### config.mk
export PLATFORM = sky130hd
export DESIGN_NAME = eces_top
export DESIGN_NICKNAME = d
export VERILOG_FILES = /design/src/verilog/eces_pkg.sv /design/src/verilog/eces_cas_mf.sv /design/src/verilog/eces_top.sv
export SDC_FILE = /design/constraint.sdc
export NUM_CORES = 1
export LEC_CHECK = 0
export BUFFER_PORTS_ARGS = -buffer_cell sky130_fd_sc_hd__buf_2
export CORE_ASPECT_RATIO = 0.8
export CORE_MARGIN = 2
export CORE_UTILIZATION = 50
export CTS_BUF_LIST = sky130_fd_sc_hd__clkbuf_8
export DETAILED_ROUTE_END_ITERATION = 10
export PLACE_DENSITY = 0.74
export RECOVER_POWER = 100
export SYNTH_ARGS = -nofsm -noshare
export SYNTH_HDL_FRONTEND = slang
export SYNTH_SLANG_ARGS = --single-unit
### constraint.sdc
create_clock -name sys_clk_in -period 2.1 [get_ports sys_clk_in]
set_input_delay 0.21 -clock sys_clk_in [delete_from_list [all_inputs] [get_ports sys_clk_in]]
set_output_delay 0.21 -clock sys_clk_in [all_outputs]
set_load 0.05 [all_outputs]
### src/verilog/eces_pkg.sv
/*
 * Shared constants and carrier types for the E1 receive event-status block.
 * Assumes one 100 MHz clock and framer strobes synchronous to it.
 */
package eces_pkg;

    localparam int unsigned ECES_AW       = 12;
    localparam int unsigned ECES_DW       = 8;
    localparam int unsigned ECES_NCHAN    = 30;
    localparam int unsigned ECES_NSA      = 5;
    localparam int unsigned ECES_ABCD_W   = 4;
    localparam int unsigned ECES_CHAN_W   = 5;
    localparam int unsigned ECES_CNT_W    = 3;

    // Register offsets within the block's 12-bit address space
    localparam logic [11:0] ECES_OFS_FRMCTL = 12'h10B;
    localparam logic [11:0] ECES_OFS_SIG0  = 12'h10D;
    localparam logic [11:0] ECES_OFS_SIG1  = 12'h10E;
    localparam logic [11:0] ECES_OFS_SIG2  = 12'h10F;
    localparam logic [11:0] ECES_OFS_SIG3  = 12'h110;
    localparam logic [11:0] ECES_OFS_STAT  = 12'hB04;
    localparam logic [11:0] ECES_OFS_MASK  = 12'hB05;

    // Field positions
    localparam int unsigned ECES_BIT_CASMF = 7;
    localparam int unsigned ECES_BIT_NAT   = 6;
    localparam int unsigned ECES_BIT_SIG   = 5;
    localparam int unsigned ECES_THR_LSB   = 5;
    localparam int unsigned ECES_THR_W     = 2;

    // Reset values
    localparam logic [7:0] ECES_RST_STAT  = 8'h00;
    localparam logic [7:0] ECES_RST_MASK  = 8'h00;
    localparam logic [7:0] ECES_RST_FRMCTL = 8'h00;
    localparam logic [7:0] ECES_STAT_USED = 8'hE0;

    // Multiframe alignment signal strobe: one pulse per received signal
    typedef struct packed {
        logic valid;
        logic err;
    } eces_mf_t;

    // Sa4..Sa8 of a received non-FAS frame, bit 0 is Sa4
    typedef struct packed {
        logic                 valid;
        logic [ECES_NSA-1:0]  sa;
    } eces_nat_t;

    // ABCD bits of one voice channel, chan 0..29
    typedef struct packed {
        logic                    valid;
        logic [ECES_CHAN_W-1:0]  chan;
        logic [ECES_ABCD_W-1:0]  abcd;
    } eces_sig_t;

endpackage : eces_pkg

### src/verilog/eces_cas_mf.sv
/*
 * CAS multiframe alignment loss monitor.
 * Assumes one strobe per received alignment signal, on the system clock.
 */
`timescale 1ns/1ps
module eces_cas_mf
    import eces_pkg::*;
(
    input  wire logic                  sys_clk_in,
    input  wire logic                  srst_in,
    input  wire eces_mf_t              mf_in,
    input  wire logic [ECES_THR_W-1:0] thresh_in,
    output logic                       loss_out,
    output logic                       change_out
);

    logic [ECES_CNT_W-1:0] err_cnt_q;
    logic [ECES_CNT_W-1:0] need;
    logic [ECES_CNT_W-1:0] cnt_inc;

    // Field value n asks for n+1 consecutive bad signals, so 0 is never "never"
    assign need    = ECES_CNT_W'(thresh_in) + 3'h1;
    assign cnt_inc = err_cnt_q + 3'h1;

    always_ff @(posedge sys_clk_in) begin
        if (srst_in) begin
            err_cnt_q <= 3'h0;
        end else if (mf_in.valid) begin
            if (!mf_in.err) begin
                err_cnt_q <= 3'h0;
            end else if (err_cnt_q != 3'h7) begin
                err_cnt_q <= cnt_inc;
            end
        end
    end

    always_ff @(posedge sys_clk_in) begin
        if (srst_in) begin
            loss_out   <= 1'b0;
            change_out <= 1'b0;
        end else begin
            change_out <= 1'b0;
            if (mf_in.valid && mf_in.err && !loss_out && cnt_inc >= need) begin
                loss_out   <= 1'b1;
                change_out <= 1'b1;
            end else if (mf_in.valid && !mf_in.err && loss_out) begin
                loss_out   <= 1'b0;
                change_out <= 1'b1;
            end
        end
    end

endmodule : eces_cas_mf

### src/verilog/eces_top.sv
/*
 * Receive event-status logic: CAS multiframe, national bit and
 * signaling change flags, per-channel change map and interrupt.
 * Assumes framer strobes on sys_clk_in and a single-cycle register port.
 */
//
// Operation
// - Set bit 7 when CAS multiframe alignment loss is declared or cleared.
// - Declare CAS loss after programmed consecutive bad signals, control bits 6-5.
// - Set bit 6 when any of Sa4-Sa8 in non-FAS frames changes.
// - Set bit 5 when any ABCD bit changes in any of 30 channels.
// - Keep per-channel signaling change bits readable in their own registers.
// - Flags read 1 after an event, clear on read, reset to 0.
// - Interrupt raised only for flags whose enable is set.
`timescale 1ns/1ps
module eces_top
    import eces_pkg::*;
(
    input  wire logic               sys_clk_in,
    input  wire logic               srst_in,
    input  wire logic [ECES_AW-1:0] addr_in,
    input  wire logic [ECES_DW-1:0] wdata_in,
    input  wire logic               wr_in,
    input  wire logic               rd_in,
    input  wire eces_mf_t           mf_in,
    input  wire eces_nat_t          nat_in,
    input  wire eces_sig_t          sig_in,
    output logic [ECES_DW-1:0]      rdata_out,
    output logic                    irq_out,
    output logic                    cas_loss_out
);

    logic [ECES_DW-1:0]      frmctl_q;
    logic [ECES_DW-1:0]      mask_q;
    logic [ECES_DW-1:0]      stat_q;
    logic [ECES_DW-1:0]      stat_d;
    logic [ECES_DW-1:0]      stat_set;
    logic [ECES_DW-1:0]      stat_clr;

    logic [ECES_NSA-1:0]     sa_q;
    logic                    sa_seen_q;
    logic                    nat_evt;

    logic [31:0]             chg_q;
    logic [31:0]             chg_clr;
    logic [ECES_NCHAN-1:0]   chg_evt;
    logic                    sig_evt;

    logic                    mf_change;
    logic                    mf_loss;

    logic                    wr_frmctl;
    logic                    wr_mask;
    logic                    wr_stat;
    logic                    rd_stat;
    logic [3:0]              rd_sig;

    // Address decode

    assign wr_frmctl = wr_in && (addr_in == ECES_OFS_FRMCTL);
    assign wr_mask = wr_in && (addr_in == ECES_OFS_MASK);
    assign wr_stat = wr_in && (addr_in == ECES_OFS_STAT);
    assign rd_stat = rd_in && (addr_in == ECES_OFS_STAT);

    assign rd_sig[0] = rd_in && (addr_in == ECES_OFS_SIG0);
    assign rd_sig[1] = rd_in && (addr_in == ECES_OFS_SIG1);
    assign rd_sig[2] = rd_in && (addr_in == ECES_OFS_SIG2);
    assign rd_sig[3] = rd_in && (addr_in == ECES_OFS_SIG3);

    // Control registers

    always_ff @(posedge sys_clk_in) begin
        if (srst_in) begin
            frmctl_q <= ECES_RST_FRMCTL;
        end else if (wr_frmctl) begin
            frmctl_q <= wdata_in;
        end
    end

    always_ff @(posedge sys_clk_in) begin
        if (srst_in) begin
            mask_q <= ECES_RST_MASK;
        end else if (wr_mask) begin
            mask_q <= wdata_in & ECES_STAT_USED;
        end
    end

    // CAS multiframe alignment monitor

    eces_cas_mf u_cas_mf (
        .sys_clk_in (sys_clk_in),
        .srst_in    (srst_in),
        .mf_in      (mf_in),
        .thresh_in  (frmctl_q[ECES_THR_LSB +: ECES_THR_W]),
        .loss_out   (mf_loss),
        .change_out (mf_change)
    );

    always_ff @(posedge sys_clk_in) begin
        if (srst_in) begin
            cas_loss_out <= 1'b0;
        end else begin
            cas_loss_out <= mf_loss;
        end
    end

    // National bits: the first frame after reset only primes the copy,
    // so a power-up value is not reported as a change

    assign nat_evt = nat_in.valid && sa_seen_q && (nat_in.sa != sa_q);

    always_ff @(posedge sys_clk_in) begin
        if (srst_in) begin
            sa_q      <= 5'h00;
            sa_seen_q <= 1'b0;
        end else if (nat_in.valid) begin
            sa_q      <= nat_in.sa;
            sa_seen_q <= 1'b1;
        end
    end

    // Per-channel ABCD copies and change bits

    genvar ch;
    generate
        for (ch = 0; ch < ECES_NCHAN; ch++) begin : g_chan
            logic [ECES_ABCD_W-1:0] abcd_q;
            logic                   seen_q;
            logic                   hit;

            assign hit         = sig_in.valid && (sig_in.chan == ECES_CHAN_W'(ch));
            assign chg_evt[ch] = hit && seen_q && (sig_in.abcd != abcd_q);

            always_ff @(posedge sys_clk_in) begin
                if (srst_in) begin
                    abcd_q <= 4'h0;
                    seen_q <= 1'b0;
                end else if (hit) begin
                    abcd_q <= sig_in.abcd;
                    seen_q <= 1'b1;
                end
            end

            always_ff @(posedge sys_clk_in) begin
                if (srst_in) begin
                    chg_q[ch] <= 1'b0;
                end else if (chg_evt[ch]) begin
                    chg_q[ch] <= 1'b1;
                end else if (chg_clr[ch]) begin
                    chg_q[ch] <= 1'b0;
                end
            end
        end
    endgenerate

    // Two spare positions in the last change register stay zero
    always_ff @(posedge sys_clk_in) begin
        if (srst_in) begin
            chg_q[31:ECES_NCHAN] <= 2'h0;
        end else begin
            chg_q[31:ECES_NCHAN] <= 2'h0;
        end
    end

    assign chg_clr = {{8{rd_sig[3]}}, {8{rd_sig[2]}}, {8{rd_sig[1]}}, {8{rd_sig[0]}}};

    assign sig_evt = |chg_evt;

    // Event status: set has priority over any clear in the same cycle

    always_comb begin
        stat_set                 = 8'h00;
        stat_set[ECES_BIT_CASMF] = mf_change;
        stat_set[ECES_BIT_NAT]   = nat_evt;
        stat_set[ECES_BIT_SIG]   = sig_evt;
    end

    // Read clears everything shown; writing a one also clears that bit
    always_comb begin
        stat_clr = 8'h00;
        if (rd_stat) begin
            stat_clr = 8'hFF;
        end
        if (wr_stat) begin
            stat_clr = stat_clr | wdata_in;
        end
    end

    assign stat_d = ((stat_q & ~stat_clr) | stat_set) & ECES_STAT_USED;

    always_ff @(posedge sys_clk_in) begin
        if (srst_in) begin
            stat_q <= ECES_RST_STAT;
        end else begin
            stat_q <= stat_d;
        end
    end

    // Interrupt follows the status one cycle later
    always_ff @(posedge sys_clk_in) begin
        if (srst_in) begin
            irq_out <= 1'b0;
        end else begin
            irq_out <= |(stat_q & mask_q);
        end
    end

    // Read data: valid only in the cycle after the read strobe

    always_ff @(posedge sys_clk_in) begin
        if (srst_in) begin
            rdata_out <= 8'h00;
        end else if (rd_in) begin
            case (addr_in)
                ECES_OFS_FRMCTL: begin
                    rdata_out <= frmctl_q;
                end
                ECES_OFS_MASK: begin
                    rdata_out <= mask_q;
                end
                ECES_OFS_STAT: begin
                    rdata_out <= stat_q;
                end
                ECES_OFS_SIG0: begin
                    rdata_out <= chg_q[7:0];
                end
                ECES_OFS_SIG1: begin
                    rdata_out <= chg_q[15:8];
                end
                ECES_OFS_SIG2: begin
                    rdata_out <= chg_q[23:16];
                end
                ECES_OFS_SIG3: begin
                    rdata_out <= chg_q[31:24];
                end
                default: begin
                    rdata_out <= 8'h00;
                end
            endcase
        end else begin
            rdata_out <= 8'h00;
        end
    end

endmodule : eces_top

==> impl_metrics.env, run 1 <==
export IMPL_outcome="finished clean"
export IMPL_r2r_slack_ns=0.24
export IMPL_ant_nets=0
export IMPL_synth_common_cells="dfxtp_1 (215), nand2_1 (193), a21oi_1 (163)"
export IMPL_fin_util=0.587
export IMPL_critical_path_class="register to register"
export IMPL_critPathCaptureType="register"
export IMPL_setup_viol_count_final=0
export IMPL_r2r_start="u_cas_mf.err_cnt_q[0]$_SDFFE_PP0P_"
export IMPL_p_per_area_mw_per_mm2=751
export IMPL_fin_crit_sh=0.885
export IMPL_synth_edf_count=0
export IMPL_synth_nets=1211
export IMPL_io_pins=52
export IMPL_vias_per_cell=5.46
export IMPL_drt_iter0_drc=699
export IMPL_layout_setup_ws_ns=0.242
export IMPL_vdd_ir_drop_max_uv=517
export IMPL_ys_seq_area_frac=0.451
export IMPL_rows=45
export IMPL_grt_pass1_wl_mm=39.3
export IMPL_cts_root_buf="clkbuf_8"
export IMPL_grt_ovfl_total=0
export IMPL_yosysUniqueCellTypes=40
export IMPL_dieWidth_um=159
export IMPL_htree_levels=2
export IMPL_layout_drive_gt1_share=0.114
export IMPL_hold_class="input port to register"
export IMPL_critPathLaunchType="register"
export IMPL_cts_made_buffers=36
export IMPL_hp_start="sig_in[0]"
export IMPL_chipHeight_um=128
export IMPL_diodes=0
export IMPL_grt_max_degree=117
export IMPL_period_minus_slack_ns=1.86
export IMPL_fill_cells=1757
export IMPL_multi_input_area_mm2=0.00483
export IMPL_routedWlPerCell_um=15.6
export IMPL_synthCells=1163
export IMPL_track_usage=0.240
export IMPL_drc=0
export IMPL_clockBufferDepth=3
export IMPL_slew_violations=0
export IMPL_yosysTopAreaCell="dfxtp_1"
export IMPL_num_nets_final=1297
export IMPL_clkSinkCount=215
export IMPL_initial_core_util=0.506
export IMPL_max_cap_violations=0
export IMPL_avgSynthCellArea_um2=8.21
export IMPL_die_area_mm2=0.0202
export IMPL_leakage_nw=3.81
export IMPL_fmax_ghz=0.538
export IMPL_synth_top_area_frac=0.451
export IMPL_drt_total_wl_mm=23.8
export IMPL_whs_ns=0.0304
export IMPL_antenna_found_initial=0
export IMPL_reg2regPathDepth=7
export IMPL_syn_cell_area_mm2=0.00955
export IMPL_instances_no_fill=1528
export IMPL_skew_ns=0.00994
export IMPL_post_cts_buffers=0
export IMPL_startpoint="u_cas_mf.err_cnt_q[0]$_SDFFE_PP0P_"
export IMPL_clkTransAtPathRegs_ns=0.06
export IMPL_cp_max_fo=4
export IMPL_synth_flop_cell="dfxtp_1"
export IMPL_tns_ns=0
export IMPL_dpl_worst_slack_ns=0.141
export IMPL_ys_seq_elements=215
export IMPL_clk_latency_ns=0.51
export IMPL_core_area_mm2=0.0189
export IMPL_syn_to_final_growth_pct=15.8
export IMPL_drtPass1Iterations=6
export IMPL_ys_warn_count=0
export IMPL_rsz0062_at_grt="false"
export IMPL_async_reset_ff_frac=0
export IMPL_worstMarginPinSlew_ns=1.32
export IMPL_gp_congestion=0.814
export IMPL_dpl_hpwl_mm=16.0
export IMPL_numPortBuffers=51
export IMPL_ys_top_cells_by_area="dfxtp_1 (45%), xnor2_1 (11%), a21oi_1 (8.5%), nand2_1 (7.6%), nor2_1 (4.7%)"
export IMPL_num_vias=8339
export IMPL_crit_arrival_ns=2.28
export IMPL_holdPathStages=3
export IMPL_yosysMostFrequentCell="dfxtp_1"
export IMPL_grt_pass1_vias=7784
export IMPL_cts_tree="yes"
export IMPL_hold_viol_final=0
export IMPL_regArea_mm2=0.00430
export IMPL_dp_cells=1455
export IMPL_cp_required_ns=2.52
export IMPL_maxSlewHeadroom=0.120
==> registers in the layout, indices dropped and copies added (netlist names) <==
name and cells:
cas_loss_out 1, g_chan.seen_q 30, stat_q 3, sa_seen_q 1, g_chan.abcd_q 120, u_cas_mf.err_cnt_q 3, frmctl_q 8, irq_out 1
u_cas_mf.change_out 1, u_cas_mf.loss_out 1, mask_q 3, sa_q 5, rdata_out 8, chg_q 30
==> metrics by stage <==
step           power [mW]  area (µm²)
3_5_place_dp         4.85       10400
5_1_grt              8.64       11100
6_report             8.31       11100
3_3_place_gp         4.84       10400
4_1_cts              8.39       11200
2_1_floorplan        4.65        9550
==> cell type report <==
| class | instances | area share |
|---|---|---|
| clock buffer | 46 | 0.0572 |
| clock inverter | 13 | 0.00452 |
| timing repair buffer | 125 | 0.0795 |
| tap | 258 | 0.0292 |
| inverter | 11 | 0.00373 |
| multi-input combinational | 860 | 0.437 |
| sequential | 215 | 0.389 |
==> timing repair <==
| item | 4_1_cts | 5_1_grt |
|---|---|---|
| gates resized for setup | 0 | 0 |
| hold buffers | 14 | 0 |
| endpoints found under the hold margin | 17 | 0 |
==> power by group <==
group	switching (mW)	internal (mW)
registers	0.0248	4.12
clock network	1.58	1.94
logic	0.382	0.252
==> layer usage <==
metal / GRT usage / wire (µm) / vias to the layer above
met5: 0 / 0 / -
met4: 0.0700 / 449 / 0
met3: 0.0444 / 1600 / 38
met2: 0.380 / 11000 / 258
met1: 0.335 / 10800 / 3929
li1: - / - / 4114
==> layout by cell type, fill, tap and decap left out, drive strengths merged, types with 8 or more instances in the layout <==
master / netlist / routed
dfxtp: 215 / 215
nor3: 9 / 9
nand3: 40 / 40
nor2: 122 / 122
nor2b: 8 / 8
nand2: 195 / 195
mux2i: 32 / 32
dlygate4sd3: 0 / 14
clkbuf: 44 / 70
nand4: 46 / 46
o21ai: 67 / 67
xnor2: 123 / 123
buf: 33 / 87
a21oi: 163 / 163
a22oi: 10 / 10
inv: 11 / 23
==> critical path, cell delays in order, from the launching register on <==
cell     delay, ns
dfxtp_1       0.34
ha_1          0.21
ha_1          0.32
ha_1          0.28
a21o_1        0.12
nand2_1       0.05
mux2_2        0.25
nor3b_1       0.19
==> path summary, 6_finish.rpt <==
| check | endpoint |
|---|---|
| min | g_chan[14].abcd_q[0]$_SDFFE_PP0N_ |
| max | u_cas_mf.change_out$_SDFF_PP0_ |
| max reg2reg | u_cas_mf.change_out$_SDFF_PP0_ |
| min reg2reg | g_chan[9].seen_q$_SDFFE_PP0N_ |
==> cells by family (layout without fill, tap and decap cells) <==
logic type               count (synthesis)  in the layout  synth area share
AO/OA/AOI/OAI                          252            252             0.140
XOR/XNOR                               125            125             0.115
adder cells (fa/ha/maj)                  6              6           0.00786
buffers and inverters                   88            195            0.0382
flip-flops                             215            215             0.451
multiplexers                            33             33            0.0347
AND/OR/NAND/NOR                        444            444             0.214
Note: power is estimated with default switching activity, not from simulation.
==> run 2, diff against run 1 <==
CORE_UTILIZATION = 63   (was 50)
PLACE_DENSITY = 0.89   (was 0.74)
TNS_END_PERCENT = 50   (was not set)
==> run 2 against run 1 <==
Against the previous run:
- flip-flop and latch count did not move
- cell area down 0.46%
- critical path depth did not move
- setup slack worse by 0.013 ns
- sequential share of layout area grew 0.18 points
- register-to-register slack about the same
- clock skew is 0.0057 ns higher
- first-iteration DRC count increased by 70%
- non-clock buffer count shrank 2
- utilization is 15 points higher
- final cell count decreased by 4.8%
- worst hold slack worse by 0.0041 ns
- highest routed layer unchanged
==> impl_metrics.env, run 2 (same netlist as run 1, synthesis figures left out) <==
export IMPL_outcome="finished clean"
export IMPL_holdPathStages=3
export IMPL_max_cap_violations=0
export IMPL_fin_util=0.738
export IMPL_hold_viol_final=0
export IMPL_dp_cells=1381
export IMPL_cts_tree="yes"
export IMPL_fill_cells=999
export IMPL_crit_family="adder cells"
export IMPL_placed_area_mm2=0.0102
export IMPL_crit_arrival_ns=2.36
export IMPL_chipHeight_um=114
export IMPL_largest_reg_flops=120
export IMPL_fin_crit_sh=0.891
export IMPL_rsz0062_at_grt="false"
export IMPL_critPathCaptureType="register"
export IMPL_antenna_found_initial=0
export IMPL_tns_ns=0
export IMPL_cp_required_ns=2.59
export IMPL_vdd_ir_drop_max_uv=558
export IMPL_htree_levels=1
export IMPL_grt_pass1_vias=8498
export IMPL_reg2regPathDepth=7
export IMPL_cts_root_buf="clkbuf_8"
export IMPL_drt_total_wl_mm=25.5
export IMPL_layout_setup_ws_ns=0.229
export IMPL_layout_drive_gt1_share=0.122
export IMPL_io_pins=52
export IMPL_skew_ns=0.0156
export IMPL_clk_latency_ns=0.58
export IMPL_dpl_worst_slack_ns=0.203
export IMPL_dieWidth_um=142
export IMPL_drtPass1Iterations=8
export IMPL_instances_no_fill=1455
export IMPL_slew_violations=0
export IMPL_clkSinkCount=215
export IMPL_fmax_ghz=0.534
export IMPL_rows=40
export IMPL_cts_made_buffers=31
export IMPL_num_nets_final=1290
export IMPL_critPathLaunchType="register"
export IMPL_grt_ovfl_total=0
export IMPL_period_minus_slack_ns=1.87
export IMPL_cp_max_fo=4
export IMPL_critical_path_cell_chain="ha_1, ha_1, ha_1, a21o_1, nand2_1, mux2_2, nor3b_1"
export IMPL_cpPeakStageDelay_ns=0.34
export IMPL_dpl_hpwl_mm=15.9
export IMPL_cp_buffers_inverters=0
export IMPL_initial_core_util=0.641
export IMPL_core_area_mm2=0.0149
export IMPL_critical_path_class="register to register"
export IMPL_num_vias=8822
export IMPL_diodes=0
export IMPL_numPortBuffers=51
export IMPL_whs_ns=0.0262
export IMPL_ctsResizeCount=0
export IMPL_worst_path_max_delay_cell="dfxtp_1"
export IMPL_crit_top_cell="ha_1"
export IMPL_p_per_area_mw_per_mm2=751
export IMPL_routedWlPerCell_um=17.5
export IMPL_clkTransAtPathRegs_ns=0.07
export IMPL_power_mw=8.27
export IMPL_grt_max_degree=165
export IMPL_maxSlewHeadroom=0.492
export IMPL_largest_register="g_chan.abcd_q"
export IMPL_syn_to_final_growth_pct=15.3
export IMPL_reg_top3="g_chan.abcd_q (120), chg_q (30), g_chan.seen_q (30)"
export IMPL_path_depth=7
export IMPL_drc=0
export IMPL_worstMarginPinSlew_ns=0.763
export IMPL_track_usage=0.317
export IMPL_final_cell_mix="dfxtp_1 (215), nand2_1 (193), a21oi_1 (163)"
export IMPL_hold_class="input port to register"
export IMPL_clockBufferDepth=3
export IMPL_gp_congestion=0.885
export IMPL_final_common_cell="dfxtp_1"
export IMPL_leakage_nw=3.83
export IMPL_die_area_mm2=0.0162
export IMPL_ant_nets=0
export IMPL_fin_area_mm2=0.0110
export IMPL_drt_iter0_drc=1191
export IMPL_setup_viol_count_final=0
export IMPL_vias_per_cell=6.06
export IMPL_grt_pass1_wl_mm=41.9
==> run 2: cell count changes in the layout (fill, tap and decap cells not counted), sizes merged <==
cell / previous run / this run
bufinv: 0 / 1
clkinv: 1 / 6
buf: 87 / 92
clkbuf: 70 / 55
inv: 23 / 19
clkinvlp: 0 / 1
dlygate4sd3: 14 / 17
==> run 2: per-layer routing <==
| metal | GRT usage | wire, µm | up-vias |
|---|---|---|---|
| met1 | 0.411 | 10300 | 4111 |
| met4 | 0.137 | 1020 | 0 |
| met2 | 0.515 | 11700 | 496 |
| met3 | 0.0711 | 2530 | 105 |
| met5 | 0 | 0 | - |
| li1 | - | - | 4110 |
==> run 2: path summary, 6_finish.rpt <==
| path | slack (ns) | end | start |
|---|---|---|---|
| worst min-delay path | 0.03 | sa_q[3]$_SDFFE_PP0P_ | nat_in[5] |
| worst min register to register | 0.44 | stat_q[7]$_SDFF_PP0_ | u_cas_mf.change_out$_SDFF_PP0_ |
| worst max register to register | 0.23 | u_cas_mf.change_out$_SDFF_PP0_ | u_cas_mf.err_cnt_q[0]$_SDFFE_PP0P_ |
| worst max-delay path | 0.23 | u_cas_mf.change_out$_SDFF_PP0_ | u_cas_mf.err_cnt_q[0]$_SDFFE_PP0P_ |
==> run 2: worst min-delay path: stages <==
cell     delay [ns]
buf_2          0.18
mux2i_1        0.10
nor2_1         0.08
==> run 2: timing repair <==
| item | in CTS | in global routing |
|---|---|---|
| setup buffers | 0 | 0 |
| hold endpoints to repair | 22 | 0 |
| hold buffers | 17 | 0 |
==> run 2: cell type report <==
class / count / area [µm²] / area share
clock buffers: 41 / 564 / 0.0512
clock inverters: 16 / 97.6 / 0.00886
inverters: 11 / 41.3 / 0.00375
multi-input cells: 860 / 4880 / 0.443
flip-flops and latches: 215 / 4300 / 0.391
well taps: 189 / 236 / 0.0215
repair buffers: 123 / 892 / 0.0810
==> run 2: report_power, final <==
part	internal, mW	total (mW)	leakage (nW)	switching, mW
logic	0.254	0.649	1.72	0.395
registers	4.12	4.14	1.74	0.0265
clock network	1.87	3.48	0.375	1.62
==> run 3, diff against run 2 <==
CORE_ASPECT_RATIO = 1.1   (was 0.8)
PLACE_DENSITY = 0.91   (was 0.89)
SYNTH_HIERARCHICAL = 1   (was not set)
==> run 3 against run 2 <==
Against the previous run:
- critical path type is now input port to register
- utilization up 1.2 points
- critical endpoint is now frmctl_q[1]$_SDFFE_PP0P_
- worst hold slack worse by 0.025 ns
- via count down 1.9%
- non-clock buffer count up 24
==> impl_metrics.env, run 3 <==
export IMPL_num_vias=8657
export IMPL_combPwrFrac=0.076
export IMPL_rsz0062_at_grt="false"
export IMPL_yosysUniqueCellTypes=47
export IMPL_cp_required_ns=2.51
export IMPL_cp_max_fo=16
export IMPL_p_sw_mw=2.06
export IMPL_cts_made_buffers=36
export IMPL_critPathLaunchType="input port"
export IMPL_outcome="finished clean"
export IMPL_multi_input_area_mm2=0.00483
export IMPL_holdPathStages=3
export IMPL_track_usage=0.309
export IMPL_syn_cell_area_mm2=0.00959
export IMPL_routedWlPerCell_um=17.2
export IMPL_hp_start="nat_in[1]"
export IMPL_ant_nets=0
export IMPL_final_cell_mix="dfxtp_1 (215), a21oi_1 (146), nand2_1 (141)"
export IMPL_placed_area_mm2=0.0104
export IMPL_fin_area_mm2=0.0112
export IMPL_clkTransAtPathRegs_ns=0.06
export IMPL_worstReg2RegEnd="u_cas_mf/change_out$_SDFF_PP0_"
export IMPL_critical_path_class="input port to register"
export IMPL_grt_pass1_wl_mm=40.5
export IMPL_hold_end="sa_q[1]$_SDFFE_PP0P_"
export IMPL_largest_reg_flops=120
export IMPL_clkSinkCount=215
export IMPL_die_area_mm2=0.0162
export IMPL_slew_violations=0
export IMPL_worstMarginPinSlew_ns=1.12
export IMPL_synth_common_cells="dfxtp_1 (215), a21oi_1 (146), nand2_1 (140)"
export IMPL_vdd_ir_drop_max_uv=443
export IMPL_tns_ns=0
export IMPL_clkPwrFrac=0.433
export IMPL_yosysMostFrequentCell="dfxtp_1"
export IMPL_grt_ovfl_total=0
export IMPL_synth_edf_count=0
export IMPL_leakage_nw=4.25
export IMPL_clk_latency_ns=0.53
export IMPL_async_reset_ff_frac=0
export IMPL_htree_levels=2
export IMPL_swShare=0.244
export IMPL_hold_class="input port to register"
export IMPL_synth_top_area_frac=0.449
export IMPL_skew_ns=0.0107
export IMPL_ys_seq_elements=215
export IMPL_synth_flop_cell="dfxtp_1"
export IMPL_chipHeight_um=133
export IMPL_num_nets_final=1283
export IMPL_yosysTopAreaCell="dfxtp_1"
export IMPL_fin_util=0.750
export IMPL_fmax_ghz=0.492
export IMPL_drc=0
export IMPL_ys_top_cells_by_area="dfxtp_1 (45%), a21oi_1 (7.6%), xnor2_1 (6.5%), nand2_1 (5.5%), mux2i_1 (5.3%)"
export IMPL_antenna_found_initial=0
export IMPL_fill_cells=1028
export IMPL_setup_viol_count_final=0
export IMPL_regArea_mm2=0.00430
export IMPL_synth_nets=1182
export IMPL_numPortBuffers=51
export IMPL_vias_per_cell=5.95
export IMPL_largest_register="g_chan.abcd_q"
export IMPL_grt_max_degree=100
export IMPL_ys_warn_count=6
export IMPL_r2r_slack_ns=0.27
export IMPL_r2r_start="u_cas_mf/err_cnt_q[0]$_SDFFE_PP0P_"
export IMPL_dieWidth_um=122
export IMPL_grt_pass1_vias=8542
export IMPL_drt_iter0_drc=979
export IMPL_sequentialPowerShare=0.491
export IMPL_drtPass1Iterations=7
export IMPL_avgSynthCellArea_um2=8.45
export IMPL_p_per_area_mw_per_mm2=751
export IMPL_ctsResizeCount=0
export IMPL_crit_arrival_ns=2.45
export IMPL_io_pins=52
export IMPL_initial_core_util=0.639
export IMPL_gp_congestion=0.881
export IMPL_hold_viol_final=0
export IMPL_period_minus_slack_ns=2.03
export IMPL_layout_drive_gt1_share=0.114
export IMPL_rows=47
export IMPL_critPathCaptureType="register"
export IMPL_core_area_mm2=0.0150
export IMPL_drt_total_wl_mm=25.1
export IMPL_synthCells=1134
export IMPL_reg2regPathDepth=6
export IMPL_ys_seq_area_frac=0.449
export IMPL_dpl_hpwl_mm=15.4
export IMPL_cts_root_buf="clkbuf_8"
export IMPL_final_common_cell="dfxtp_1"
export IMPL_syn_to_final_growth_pct=17.3
export IMPL_clockBufferDepth=3
export IMPL_fin_crit_sh=0.968
export IMPL_reg_top3="g_chan.abcd_q (120), chg_q (30), g_chan.seen_q (30)"
export IMPL_maxSlewHeadroom=0.256
export IMPL_cts_tree="yes"
export IMPL_max_cap_violations=0
export IMPL_diodes=0
export IMPL_p_int_mw=6.39
[run 3: cell types whose count changed after synthesis, sizes merged, moves of 19 or more]
cell / change
mux2i: +19
nand2: -54
nand4: -21
or3: +23
xnor2: -52
xor2: +52
[run 3: cell type report]
class,count,share of cell area
Tap cell,196,0.0218
Sequential cell,215,0.383
Clock inverter,18,0.00946
Timing Repair Buffer,147,0.0945
Clock buffer,44,0.0539
Multi-Input combinational cell,811,0.430
Inverter,24,0.00801
[run 3: cells by family after synthesis]
group                    after synthesis  share of synthesized area
buffers and inverters                108                     0.0454
XOR/XNOR                             125                      0.114
AO/OA/AOI/OAI                        230                      0.132
AND/OR/NAND/NOR                      397                      0.196
flip-flops                           215                      0.449
adder cells (fa/ha/maj)                6                    0.00783
multiplexers                          53                     0.0556
[run 3: metal layers]
metal | GRT usage | part of all wire
met3 | 0.0676 | 0.075
met1 | 0.362 | 0.39
met2 | 0.536 | 0.50
met5 | 0 | 0
met4 | 0.143 | 0.033
[run 3: power by group through the flow]
stage	clock network, mW	registers [mW]	logic (mW)
after floorplan	0	4.23	0.400
after detailed placement	0	4.23	0.605
after global placement	0	4.23	0.588
after global routing	3.89	4.15	0.691
final	3.66	4.15	0.644
after CTS	3.69	4.14	0.641
[run 3: stage by stage]
| step | total power [mW] | cells | worst slack [ns] | hold slack (ns) |
|---|---|---|---|---|
| after global routing | 8.72 | 1455 | 0.0125 | 0.00576 |
| after CTS | 8.48 | 1452 | 0.101 | 0.0133 |
| after global placement | 4.82 | 1365 | 0.145 | 0.420 |
| after detailed placement | 4.84 | 1365 | 0.0650 | 0.437 |
| final | 8.45 | 1455 | 0.0682 | 0.00117 |
| after floorplan | 4.63 | 1134 | 0.183 | 0.282 |
[run 3: how the worst max path moves through the flow]
stage	start	to	slack, ns	depth (start not counted)
global placement	addr_in[10]	frmctl_q[7]$_SDFFE_PP0P_	0.15	8
floorplan	sig_in[7]	stat_q[5]$_SDFF_PP0_	0.18	8
CTS	addr_in[10]	frmctl_q[3]$_SDFFE_PP0P_	0.10	9
finish	addr_in[10]	frmctl_q[1]$_SDFFE_PP0P_	0.07	10
detailed placement	sig_in[6]	stat_q[5]$_SDFF_PP0_	0.06	7
global route	addr_in[10]	frmctl_q[1]$_SDFFE_PP0P_	0.01	10
[run 3: timing repair]
| action | 4_1_cts | 5_1_grt |
|---|---|---|
| hold buffers | 25 | 0 |
| endpoints found under the setup margin | 0 | 5 |
| hold endpoints to repair | 21 | 0 |
| setup buffers | 0 | 3 |
[run 3: critical path: stages]
cell and delay (ns):
buf_2 0.10, nor4_2 0.35, nand4_1 0.13, buf_4 0.18, nor4_2 0.28, buf_12 0.19, nand2_1 0.19, nand2_1 0.16
a21oi_1 0.08, dlygate4sd3_1 0.57
